--- config.mk ---
export PLATFORM = sky130hd
export DESIGN_NAME = vic_unit
export DESIGN_NICKNAME = d
export VERILOG_FILES = /design/src/inc/vic_pkg.sv /design/src/design/vic_unit.sv
export VERILOG_INCLUDE_DIRS = /design/src /design/src/inc
export SDC_FILE = /design/constraint.sdc
export NUM_CORES = 2
export LEC_CHECK = 0
export ABC_AREA = 1
export BUFFER_PORTS_ARGS = -buffer_cell sky130_fd_sc_hd__buf_4
export CORE_MARGIN = 1
export CORE_UTILIZATION = 59
export DETAILED_ROUTE_END_ITERATION = 7
export PLACE_DENSITY_LB_ADDON = 0.12
export SYNTH_ARGS = -nofsm -noshare
export SYNTH_HDL_FRONTEND = slang
export SYNTH_SLANG_ARGS = --single-unit
export TNS_END_PERCENT = 100
--- constraint.sdc ---
create_clock -name clk_i -period 67 [get_ports clk_i]
set_input_delay 13.4 -clock clk_i [delete_from_list [all_inputs] [get_ports clk_i]]
set_output_delay 13.4 -clock clk_i [all_outputs]
set_load 0.02 [all_outputs]
--- src/inc/vic_params.svh ---
// Register offsets, field positions, reset values and sizes for the vectored interrupt unit.
`ifndef VIC_PARAMS_SVH
`define VIC_PARAMS_SVH
`define VIC_OFF_CTRL 8'h00
`define VIC_OFF_CHAN 8'h04
`define VIC_OFF_PRIO 8'h08
`define VIC_OFF_VECT 8'h18
`define VIC_OFF_FAST 8'h1C
`define VIC_OFF_ENAB 8'h20
`define VIC_OFF_PEND 8'h40
`define VIC_OFF_SRC0 8'h60
`define VIC_OFF_SRCN 8'hDC
`define VIC_NCHAN 32
`define VIC_STACK_DEPTH 16
`define VIC_CTRL_NORM_BIT 0
`define VIC_CTRL_FAST_BIT 1
`define VIC_ZERO32 32'h00000000
`endif

--- src/inc/vic_pkg.sv ---
// Types shared by the vectored interrupt unit.
package vic_pkg;
   typedef logic [3:0] vic_prio_t;
   typedef logic [4:0] vic_chan_t;
   typedef struct packed
   {
      vic_prio_t prio;
      vic_chan_t chan;
   } vic_frame_s;
   typedef enum logic [1:0]
   {
      VIC_IDLE = 2'b00,
      VIC_WAIT = 2'b01
   } vic_state_e;
endpackage

--- src/design/vic_unit.sv ---
// Vectored, priority nested interrupt controller with a classic Wishbone slave.
// Function
// - Current priority is a 4-bit field, reset to zero, other bits read zero.
// - Current priority loads on an acknowledging vector read, on a stack pop, and on an accepted priority write.
// - Normal request asserts when enabled and a pending channel outranks current priority.
// - Priority writes at or above serviced channel priority accepted while a channel is in service (stack not empty), all others ignored.
// - Vector read releases request, updates priority and channel, masks lower levels.
// - Vector low half is the winning channel vector field, read only.
// - Vector high half is one shared read-write value set by software.
// - Vector read acknowledges only outside debug and in normal interrupt mode.
// - Each fast channel latches requests only while its enable bit is set; a latched pending bit still drives the fast output.
// - Fast pending bits set by hardware, cleared by writing one.
// - Enable register, one bit per channel, gates pending bit setting.
// - Pending bit per channel set on enabled request, cleared by writing one.
// - Clearing serviced channel pending bit is end of service and pops stack.
// - Request line stays asserted if pending cleared before vector read.
// - Early clear of serviced pending bit still pops the stack.
// - While normal output enable is clear the stack is frozen, no pop.
// - Control bit 0 gates normal output, bit 1 gates fast output.
// - Fast output asserts when enabled and any fast pending bit is set.
// - Each channel has priority and vector fields; priority zero never requests.
// - Current channel number updates one cycle after the acknowledging read.
//
// Chosen here: the Wishbone register port.
`timescale 1ns/1ps
`include "vic_params.svh"
module vic_unit
   import vic_pkg::*;
(
   input wire logic clk_i,
   input wire logic rst_i,
   input wire logic wb_cyc_i,
   input wire logic wb_stb_i,
   input wire logic wb_we_i,
   input wire logic [7:0] wb_adr_i,
   input wire logic [3:0] wb_sel_i,
   input wire logic [31:0] wb_dat_i,
   output logic [31:0] wb_dat_o,
   output logic wb_ack_o,
   input wire logic [31:0] chan_req_i,
   input wire logic [1:0] fast_req_i,
   input wire logic cpu_debug_i,
   input wire logic cpu_irq_mode_i,
   output logic normal_request_n_o,
   output logic fast_request_n_o
);

////////////////////////////////////////////////////////////////////////////////
// Register state.
logic [1:0] output_control_r;
logic [3:0] current_priority_field_r;
vic_chan_t current_channel_number_r;
logic [15:0] vector_base_r;
logic [1:0] fast_enable_bits_r;
logic [1:0] fast_pending_bits_r;
logic [31:0] channel_enable_bits_r;
logic [31:0] channel_pending_bits_r;
logic [3:0] channel_priority_field_r [0:`VIC_NCHAN-1];
logic [15:0] channel_vector_field_r [0:`VIC_NCHAN-1];
vic_frame_s stack_r [0:`VIC_STACK_DEPTH-1];
logic [4:0] stack_ptr_r;
vic_state_e state_r;
logic [3:0] serviced_prio_r;
// A push onto a full stack lands on the top entry, so the deepest frames survive.
logic [3:0] push_idx;
assign push_idx = (stack_ptr_r == 5'(`VIC_STACK_DEPTH)) ? 4'(`VIC_STACK_DEPTH - 1)
   : stack_ptr_r[3:0];
logic ack_pend_r;
vic_chan_t ack_chan_r;

////////////////////////////////////////////////////////////////////////////////
// Bus decode. Each access is answered one cycle after it is presented.
logic bus_req;
logic wr_stb;
logic rd_stb;
logic full_word;
assign bus_req = wb_cyc_i & wb_stb_i & ~wb_ack_o;
assign wr_stb = bus_req & wb_we_i;
assign rd_stb = bus_req & ~wb_we_i;
assign full_word = (wb_sel_i == 4'hF);

logic src_hit;
vic_chan_t src_idx;
assign src_hit = (wb_adr_i >= `VIC_OFF_SRC0) && (wb_adr_i <= `VIC_OFF_SRCN)
   && (wb_adr_i[1:0] == 2'b00);
assign src_idx = vic_chan_t'((wb_adr_i - `VIC_OFF_SRC0) >> 2);

////////////////////////////////////////////////////////////////////////////////
// Priority decoder: highest level among enabled pending channels, lowest index on a tie.
logic [3:0] win_prio;
vic_chan_t win_chan;
always_comb
begin
   win_prio = 4'h0;
   win_chan = 5'h00;
   for (int i = `VIC_NCHAN - 1; i >= 0; i--)
   begin
      if (channel_pending_bits_r[i] && channel_enable_bits_r[i]
         && channel_priority_field_r[i] >= win_prio && channel_priority_field_r[i] != 4'h0)
      begin
         win_prio = channel_priority_field_r[i];
         win_chan = vic_chan_t'(i);
      end
   end
end

logic win_valid;
assign win_valid = (win_prio > current_priority_field_r);

////////////////////////////////////////////////////////////////////////////////
// Acknowledge and end of service detection.
logic vec_ack;
assign vec_ack = rd_stb && full_word && (wb_adr_i == `VIC_OFF_VECT)
   && !cpu_debug_i && cpu_irq_mode_i && (state_r == VIC_WAIT);

logic pend_wr;
logic eos;
assign pend_wr = wr_stb && full_word && (wb_adr_i == `VIC_OFF_PEND);
// Frozen stack means a clear of the serviced bit does not pop; writing the bit again once the normal output is re-enabled does.
assign eos = pend_wr && (stack_ptr_r != 5'h00) && output_control_r[`VIC_CTRL_NORM_BIT]
   && wb_dat_i[current_channel_number_r] && !vec_ack;

////////////////////////////////////////////////////////////////////////////////
// Request state machine. Once asserted the line holds until acknowledged or until the normal output is disabled.
always_ff @(posedge clk_i)
begin
   if (rst_i)
      state_r <= VIC_IDLE;
   else
   begin
      case (state_r)
         VIC_IDLE:
            if (win_valid && output_control_r[`VIC_CTRL_NORM_BIT])
               state_r <= VIC_WAIT;
         VIC_WAIT:
            if (vec_ack)
               state_r <= VIC_IDLE;
            else if (!output_control_r[`VIC_CTRL_NORM_BIT])
               state_r <= VIC_IDLE;
         default:
            state_r <= VIC_IDLE;
      endcase
   end
end

// Outputs come from flops; active low request lines.
always_ff @(posedge clk_i)
begin
   if (rst_i)
   begin
      normal_request_n_o <= 1'b1;
      fast_request_n_o <= 1'b1;
   end
   else
   begin
      normal_request_n_o <= !((state_r == VIC_WAIT) && !vec_ack
         && output_control_r[`VIC_CTRL_NORM_BIT]);
      fast_request_n_o <= !(output_control_r[`VIC_CTRL_FAST_BIT]
         && (fast_pending_bits_r != 2'b00));
   end
end

////////////////////////////////////////////////////////////////////////////////
// Priority stack, current priority and serviced channel.
always_ff @(posedge clk_i)
begin
   if (rst_i)
   begin
      current_priority_field_r <= 4'h0;
      serviced_prio_r <= 4'h0;
      stack_ptr_r <= 5'h00;
      ack_pend_r <= 1'b0;
      ack_chan_r <= 5'h00;
   end
   else
   begin
      ack_pend_r <= vec_ack;
      if (vec_ack)
      begin
         stack_r[push_idx] <= '{prio: current_priority_field_r,
            chan: current_channel_number_r};
         if (stack_ptr_r != 5'(`VIC_STACK_DEPTH))
            stack_ptr_r <= stack_ptr_r + 5'h01;
         current_priority_field_r <= win_prio;
         serviced_prio_r <= win_prio;
         ack_chan_r <= win_chan;
      end
      else if (eos)
      begin
         stack_ptr_r <= stack_ptr_r - 5'h01;
         current_priority_field_r <= stack_r[stack_ptr_r[3:0] - 4'h1].prio;
         serviced_prio_r <= stack_r[stack_ptr_r[3:0] - 4'h1].prio;
      end
      else if (wr_stb && full_word && (wb_adr_i == `VIC_OFF_PRIO)
         && (stack_ptr_r != 5'h00) && (wb_dat_i[3:0] >= serviced_prio_r))
         current_priority_field_r <= wb_dat_i[3:0];
   end
end

// The channel number follows the acknowledge by one cycle; a pop restores it directly.
always_ff @(posedge clk_i)
begin
   if (rst_i)
      current_channel_number_r <= 5'h00;
   else if (ack_pend_r)
      current_channel_number_r <= ack_chan_r;
   else if (eos)
      current_channel_number_r <= stack_r[stack_ptr_r[3:0] - 4'h1].chan;
end

////////////////////////////////////////////////////////////////////////////////
// Control, vector base, enables.
always_ff @(posedge clk_i)
begin
   if (rst_i)
   begin
      output_control_r <= 2'b00;
      vector_base_r <= 16'h0000;
      fast_enable_bits_r <= 2'b00;
      channel_enable_bits_r <= `VIC_ZERO32;
   end
   else if (wr_stb && full_word)
   begin
      case (wb_adr_i)
         `VIC_OFF_CTRL: output_control_r <= wb_dat_i[1:0];
         `VIC_OFF_VECT: vector_base_r <= wb_dat_i[31:16];
         `VIC_OFF_FAST: fast_enable_bits_r <= wb_dat_i[1:0];
         `VIC_OFF_ENAB: channel_enable_bits_r <= wb_dat_i;
         default: ;
      endcase
   end
end

// Per-channel source config; reset clears both the priority and the vector fields to zero.
genvar g;
generate
   for (g = 0; g < `VIC_NCHAN; g++)
   begin : g_src
      always_ff @(posedge clk_i)
      begin
         if (rst_i)
         begin
            channel_priority_field_r[g] <= 4'h0;
            channel_vector_field_r[g] <= 16'h0000;
         end
         else if (wr_stb && full_word && src_hit && (src_idx == vic_chan_t'(g)))
         begin
            channel_priority_field_r[g] <= wb_dat_i[3:0];
            channel_vector_field_r[g] <= wb_dat_i[31:16];
         end
      end
   end
endgenerate

////////////////////////////////////////////////////////////////////////////////
// Pending flags: a request in the same cycle as its clear keeps the bit set.
always_ff @(posedge clk_i)
begin
   if (rst_i)
   begin
      channel_pending_bits_r <= `VIC_ZERO32;
      fast_pending_bits_r <= 2'b00;
   end
   else
   begin
      channel_pending_bits_r <= (channel_pending_bits_r & ~(pend_wr ? wb_dat_i : `VIC_ZERO32))
         | (chan_req_i & channel_enable_bits_r);
      fast_pending_bits_r <= (fast_pending_bits_r
         & ~((wr_stb && full_word && wb_adr_i == `VIC_OFF_FAST) ? wb_dat_i[3:2] : 2'b00))
         | (fast_req_i & fast_enable_bits_r);
   end
end

////////////////////////////////////////////////////////////////////////////////
// Read data mux and acknowledge.
logic [31:0] rd_data;
always_comb
begin
   rd_data = `VIC_ZERO32;
   case (wb_adr_i)
      `VIC_OFF_CTRL: rd_data = {30'h0, output_control_r};
      `VIC_OFF_CHAN: rd_data = {27'h0, current_channel_number_r};
      `VIC_OFF_PRIO: rd_data = {28'h0, current_priority_field_r};
      `VIC_OFF_VECT: rd_data = {vector_base_r, channel_vector_field_r[win_chan]};
      `VIC_OFF_FAST: rd_data = {28'h0, fast_pending_bits_r, fast_enable_bits_r};
      `VIC_OFF_ENAB: rd_data = channel_enable_bits_r;
      `VIC_OFF_PEND: rd_data = channel_pending_bits_r;
      default:
         if (src_hit)
            rd_data = {channel_vector_field_r[src_idx], 12'h000,
               channel_priority_field_r[src_idx]};
   endcase
end

always_ff @(posedge clk_i)
begin
   if (rst_i)
   begin
      wb_ack_o <= 1'b0;
      wb_dat_o <= `VIC_ZERO32;
   end
   else
   begin
      wb_ack_o <= bus_req;
      wb_dat_o <= rd_stb ? rd_data : `VIC_ZERO32;
   end
end

endmodule // vic_unit

# Word level (Yosys, flattened, before mapping)
# Memory sizes are Yosys's and may differ from the RTL's.
# Cells that the tools add are included.
op_classes:
  add_sub_neg: 4
  n_reduce_logical: 202
  shifts: 0
  n_mul: 0
  muxes: 250
  bitwise: 79
  eq_ne: 44
  order_cmp: 37
  n_div: 0
ops:
  columns: ["cell", "n"]
  rows:
  - ["16-bit 2-to-1 mux", 32]
  - ["4-bit 2-to-1 mux", 70]
  - ["32-bit case mux with 7 select lines", 1]
  - ["5-bit 2-to-1 mux", 37]
  - ["1-bit logical AND", 150]
  - ["4-bit >= comparator", 32]
  - ["4-bit nonzero test", 32]
  - ["1-bit 2-to-1 mux", 102]
  - ["5-bit == test (second input constant)", 17]
  - ["32-bit bitwise AND", 2]
  - ["32-bit 2-to-1 mux", 2]
  - ["1-bit bitwise OR", 64]
  - ["5-bit by 4-bit == test with 1-bit output (second input constant)", 8]
  - ["32-bit inverter", 1]
  - ["32-bit bitwise OR", 1]
  - ["5-bit by 3-bit == test with 1-bit output (second input constant)", 4]
  - ["8-bit by 5-bit == test with 1-bit output (second input constant)", 2]
  - ["2-bit AND reduction", 6]
  - ["5-bit by 2-bit == test with 1-bit output (second input constant)", 2]
  - ["8-bit by 3-bit == test with 1-bit output (second input constant)", 1]
  - ["8-bit by 4-bit == test with 1-bit output (second input constant)", 1]
  - ["8-bit by 6-bit == test with 1-bit output (second input constant)", 1]
  - ["8-bit by 7-bit == test with 1-bit output (second input constant)", 1]
  - ["8-bit by 7-bit >= comparator with 1-bit output (second input constant)", 1]
  - ["other kinds (31)", 46]
totals:
  out_inout_bits: 35
  input_bits: 85
  mem_bits_rw: 784
  reg_bits: 147
  n_memories: 3
  latchBits: 0
  romBits: 0
mem_list:
  columns: ["name", "words", "word_bits", "rd", "rd_ports_with_merged_regs", "wr", "line", "source"]
  rows:
  - ["channel_vector_field_r", 32, 16, 2, 0, 32, "vic_unit.sv:59", "logic [15:0] channel_vector_field_r [0:`VIC_NCHAN-1];"]
  - ["stack_r", 16, 9, 1, 0, 1, "vic_unit.sv:60", "vic_frame_s stack_r [0:`VIC_STACK_DEPTH-1];"]
  - ["channel_priority_field_r", 32, 4, 33, 0, 32, "vic_unit.sv:58", "logic [3:0] channel_priority_field_r [0:`VIC_NCHAN-1];"]

# Logic depth before layout (Yosys ltp)
logic_depth:
  ltp_word: 132
  mapped_depth: 351
  mapped_depth_nobuf: 346

# Worst setup path after synthesis
# Ideal clock, no wire load.
synth_path:
  path_kind: "reg-to-reg"
  start: "mem channel_priority_field_r[31][0]"
  end: "reg state_r[0]"
  arrival_time_ps: 34296
  n_path_buf: 5
  stages_incl_launch_ff: 312
  slack_ps: 32590
  setup_ps: 115
  t_required_ps: 66885
  path_cell_list: "edfxtp_1 > nor4_1 > nor2_1 > nand2_1 > ha_1 > a21oi_1 > nand3_1 > nand2_2 > inv_1 > o21ai_0 > ha_1 > o21ai_1 > nand2_1 > o21ai_0 > inv_2 > nand2_1 > nand2_2 > nand2_4 > (+276 left out) > nand2_1 > o21ai_0 > ha_1 > inv_1 > nor2_1 > o211ai_1 > nand3_1 > nand2_1 > clkbuf_1 > clkbuf_1 > inv_1 > nand2_1 > o21ai_0 > ha_1 > nand2_1 > o21ai_0 > o21ai_0 > a2111oi_0"
synth_lines:
  columns: ["item", "line", "source"]
  rows:
  - ["start: declaration", "vic_unit.sv:58", null]
  - ["end signal: assignment", "vic_unit.sv:128", "state_r <= VIC_IDLE;"]
  - ["end signal: assignment", "vic_unit.sv:134", "state_r <= VIC_WAIT;"]
  - ["end signal: assignment", "vic_unit.sv:137", "state_r <= VIC_IDLE;"]
  - ["end: declaration", "vic_unit.sv:62", "vic_state_e state_r;"]

# Worst setup path in the final report
layout_path:
  start: "reg channel_enable_bits_r[31]"
  end: "reg wb_dat_o[8]"
layout_between:
  elab_chain_cells: 130
layout_rtl:
  columns: ["item", "line", "source"]
  rows:
  - ["start: declaration", "vic_unit.sv:56", "logic [31:0] channel_enable_bits_r;"]
  - ["start signal: assignment", "vic_unit.sv:220", "channel_enable_bits_r <= `VIC_ZERO32;"]
  - ["start signal: assignment", "vic_unit.sv:228", "`VIC_OFF_ENAB: channel_enable_bits_r <= wb_dat_i;"]
  - ["1-bit logical AND (*)", "vic_unit.sv:98", "if (channel_pending_bits_r[i] && channel_enable_bits_r[i]"]
  - ["1-bit logical AND (*) (2 in a row)", "vic_unit.sv:99", "&& channel_priority_field_r[i] >= win_prio && channel_priority_field_r[i] != 4'h0)"]
  - ["4-bit 2-to-1 mux", "vic_unit.sv:98", null]
  - ["4-bit >= comparator", "vic_unit.sv:99", null]
  - ["1-bit logical AND (2 in a row)", "vic_unit.sv:99", null]
  - ["4-bit 2-to-1 mux", "vic_unit.sv:98", null]
  - ["4-bit >= comparator", "vic_unit.sv:99", null]
  - ["1-bit logical AND (2 in a row)", "vic_unit.sv:99", null]
  - ["(+109 left out)", null, null]
  - ["4-bit >= comparator", "vic_unit.sv:99", null]
  - ["1-bit logical AND (2 in a row)", "vic_unit.sv:99", null]
  - ["4-bit 2-to-1 mux", "vic_unit.sv:98", null]
  - ["4-bit >= comparator", "vic_unit.sv:99", null]
  - ["1-bit logical AND (2 in a row)", "vic_unit.sv:99", null]
  - ["5-bit 2-to-1 mux (*)", "vic_unit.sv:98", null]
  - ["memory read 32 x 16 bit (*)", null, null]
  - ["32-bit case mux with 7 select lines (*)", "vic_unit.sv:280", "case (wb_adr_i)"]
  - ["end signal: assignment", "vic_unit.sv:300", "wb_dat_o <= `VIC_ZERO32;"]
  - ["end signal: assignment", "vic_unit.sv:305", "wb_dat_o <= rd_stb ? rd_data : `VIC_ZERO32;"]
  - ["end: declaration", "vic_unit.sv:38", "output logic [31:0] wb_dat_o,"]
# Mark *: on every way between the ends. The rest lies on a longest branch, timed or not.
# A chain may end at the register's enable or synchronous reset.

==> metrics.txt <==
floorplan core area 84000 um2; max frequency 0.0249 GHz; Layout Nets 5766; Mean Syn Cell Area 8.88 um2; r2r worst-path depth 311; GPL Wtd Cong 0.999; I/O pins 120; wire per inst 27.3 um; Vias per Instance 6.63; Main synth FF type edfxtp_1; cell mode on critical path nand2_1; min-delay src output_control_r[1]$_SDFFE_PP0P_; # fillers 6988; post-CTS sizing 0; via count of the routed design 45118; cells after synthesis 5657; pin count of the biggest net entering global routing 99; post-synth cell types 65; CTS tree done; Synth-to-Final Area Change 9.11%; buffer count from post-CTS setup fixing 0; CP required 67.59 ns; Synth async-reset ratio 0%; Fin. Hold Viols 0; Finished Core Util 65.3%; clk slew on worst S/H paths 0.06 ns; root buf cell clkbuf_16; Setup CP Type reg -> reg; Peak VDD IR 0.0000252 V; Worst Hold End fast_request_n_o$_SDFF_PP1_; clock latency on the worst-skew pair 0.70 ns; hold buffer count at cts 0; max-capacitance violation count 0; Die Y 294 um; synth warn 0; number of flops mapped to enable cells by yosys 784; WL final 186000 um; reg-to-reg endpoint wb_dat_o[8]$_SDFF_PP0_; Slew headroom 8.25%; WP data arrival 40.80 ns; GR Overflow Total 0; I/O Buffers 119; Syn Nets 5838; storage element area 26500 um2; Min-Delay Path Depth 1; RSZ-0062 raised after global routing false; drc violations 0; Worst Skew 0.0335 ns; fraction of layout cells with a size suffix above 1 11.9%; depth of the CTS H-tree 3; Static Leakage 21.2 nW; die area 86300 um2; clk buf depth 3; Post-Syn Area 50200 um2; critical path startpoint category flop; Final Cycle Share 60.0%; All-Layer GR Usage 42.3%; Slew @ Worst Pin 1.37 ns; Worst Hold Class reg -> reg; CTS buffer count 101; Die Wd 294 um; vias in the first global route 41819; register area share after synthesis 52.7%; Reg2Reg Setup Slack 26.79 ns; final setup TNS 0 ns; Final Max Tran Viols 0; Crit. End Element flop; multi-input logic area 20400 um2; Clock Sink Count 930; FF+latch count, synth 930; CP max stage delay 0.91 ns; row cnt 106; first drt pass iteration count 7; Final Cell Area 54800 um2; FF-to-FF Start channel_enable_bits_r[31]$_SDFFE_PP0P_; # setup viols final 0; peak fanout along the critical path 98; first-pass GRT wire length 268000 um; post-route minimum period 40.21 ns; Total Power 1.31 mW; outcome complete, no violations; initial antenna violation count 10; initial DRC count 7005; starting density of the core 59.8%; hpwl dp 114000 um; Final ANT Viol Nets 0; PwrDens 23.8 nW/um2; Critical Path Slowest Stage Cell buf_4; Post-DP Area 51500 um2
## worst max-delay path by stage
stage                                                  start                       to  cells past startpoint  slack [ns]
2_1_floorplan  channel_priority_field_r[31][0]$_SDFFCE_PN0P_  state_r[0]$_SDFFE_PP0P_                    311       32.59
3_5_place_dp   channel_priority_field_r[31][0]$_SDFFCE_PN0P_   wb_dat_o[8]$_SDFF_PP0_                    311       27.37
3_3_place_gp          channel_enable_bits_r[31]$_SDFFE_PP0P_   wb_dat_o[8]$_SDFF_PP0_                    305       28.00
5_1_grt               channel_enable_bits_r[31]$_SDFFE_PP0P_   wb_dat_o[8]$_SDFF_PP0_                    311       22.13
4_1_cts               channel_enable_bits_r[31]$_SDFFE_PP0P_   wb_dat_o[8]$_SDFF_PP0_                    313       27.25
6_report              channel_enable_bits_r[31]$_SDFFE_PP0P_   wb_dat_o[8]$_SDFF_PP0_                    311       26.79
## Yosys cell counts, types with 56 or more instances
cell        n  area (um2)
nand2_1   892        3350
nor2_1    829        3110
edfxtp_1  784       23500
nand3_1   708        3540
o21ai_0   471        2360
inv_1     339        1270
o22ai_1   317        1980
clkbuf_1  266         998
dfxtp_1   146        2920
a21oi_1   139         696
nand2_2   131         820
ha_1       95        1190
nand3_2    56         561
## registers in the layout (all words and copies together) (netlist names), 4 cells and up
| signal | count |
|---|---|
| vector_base_r | 16 |
| channel_enable_bits_r | 32 |
| serviced_prio_r | 4 |
| wb_dat_o | 32 |
| current_channel_number_r | 5 |
| channel_vector_field_r | 512 |
| channel_pending_bits_r | 32 |
| stack_r | 144 |
| channel_priority_field_r | 128 |
| current_priority_field_r | 4 |
| stack_ptr_r | 5 |
| ack_chan_r | 5 |
## metal layers
metal	track usage [%]	vias to the layer above	part of all wire (%)	routed length [um]
li1	-	19669	-	-
met1	56.0	21138	36	67700
met2	62.3	3572	42	78800
met3	12.6	731	15	27800
met4	23.2	8	6.3	11800
met5	0	-	0.019	36
## through the flow
step / hold slack, ns / std cells / setup WS (ns)
final: 0.446 / 6807 / 26.79
after global routing: 0.477 / 6803 / 22.13
after CTS: 0.447 / 6803 / 27.25
after detailed placement: 0.437 / 6616 / 27.37
after global placement: 0.442 / 6616 / 28.00
after floorplan: 0.398 / 5657 / 32.59
## report_power, final
part / internal [mW] / switching, mW / leakage [nW]
clock network: 0.328 / 0.240 / 1.63
logic: 0.0218 / 0.0659 / 10.5
registers: 0.639 / 0.0104 / 9.13
## cell usage in the layout, fill, tap and decap left out, drive strengths merged, types with 5 or more instances in the layout
cell    synthesis  layout
o21ai         476     476
a21oi         140     140
clkinv         22      62
inv           350     356
nor2          832     832
a41oi           5       5
a31oi          35      35
nand3         766     766
o32ai           9       9
nor4           24      24
dfxtp         146     146
a22oi           8       8
bufinv          0      11
clkbuf        274     126
ha             95      95
nand2        1054    1054
a211oi          6       6
nand4          46      46
o22ai         317     317
o221ai         35      35
or3             5       5
a32o           11      11
edfxtp        784     784
o211ai          9       9
mux2i          27      27
buf           120     232
nor3           21      21
## worst max-delay path, delay by kind of cell, from the launching register on
| family | cells | cell delay [ns] |
|---|---|---|
| simple gates | 195 | 18.08 |
| compound gates | 63 | 9.34 |
| fa+ha+maj | 31 | 9.03 |
| buf+inv | 22 | 2.94 |
| flops | 1 | 0.39 |
## layout make-up
cell class	count	share of cell area [%]
multi-input combinational	3948	37.3
clock inverter	61	1.14
sequential	930	48.3
tap	1134	2.59
inverter	372	2.59
clock buffer	126	4.92
timing repair buffer	232	3.18
antenna	4	0.0183
## cells by family after synthesis
kind of cell | Yosys count | share of synthesized area (%)
simple gates | 2754 | 24.7
compound gates | 1067 | 12.2
fa+ha+maj | 96 | 2.41
flops | 930 | 52.7
mux | 27 | 0.538
xor+xnor | 4 | 0.0698
buf+inv | 779 | 7.30
(Power assumes the default switching activity.)
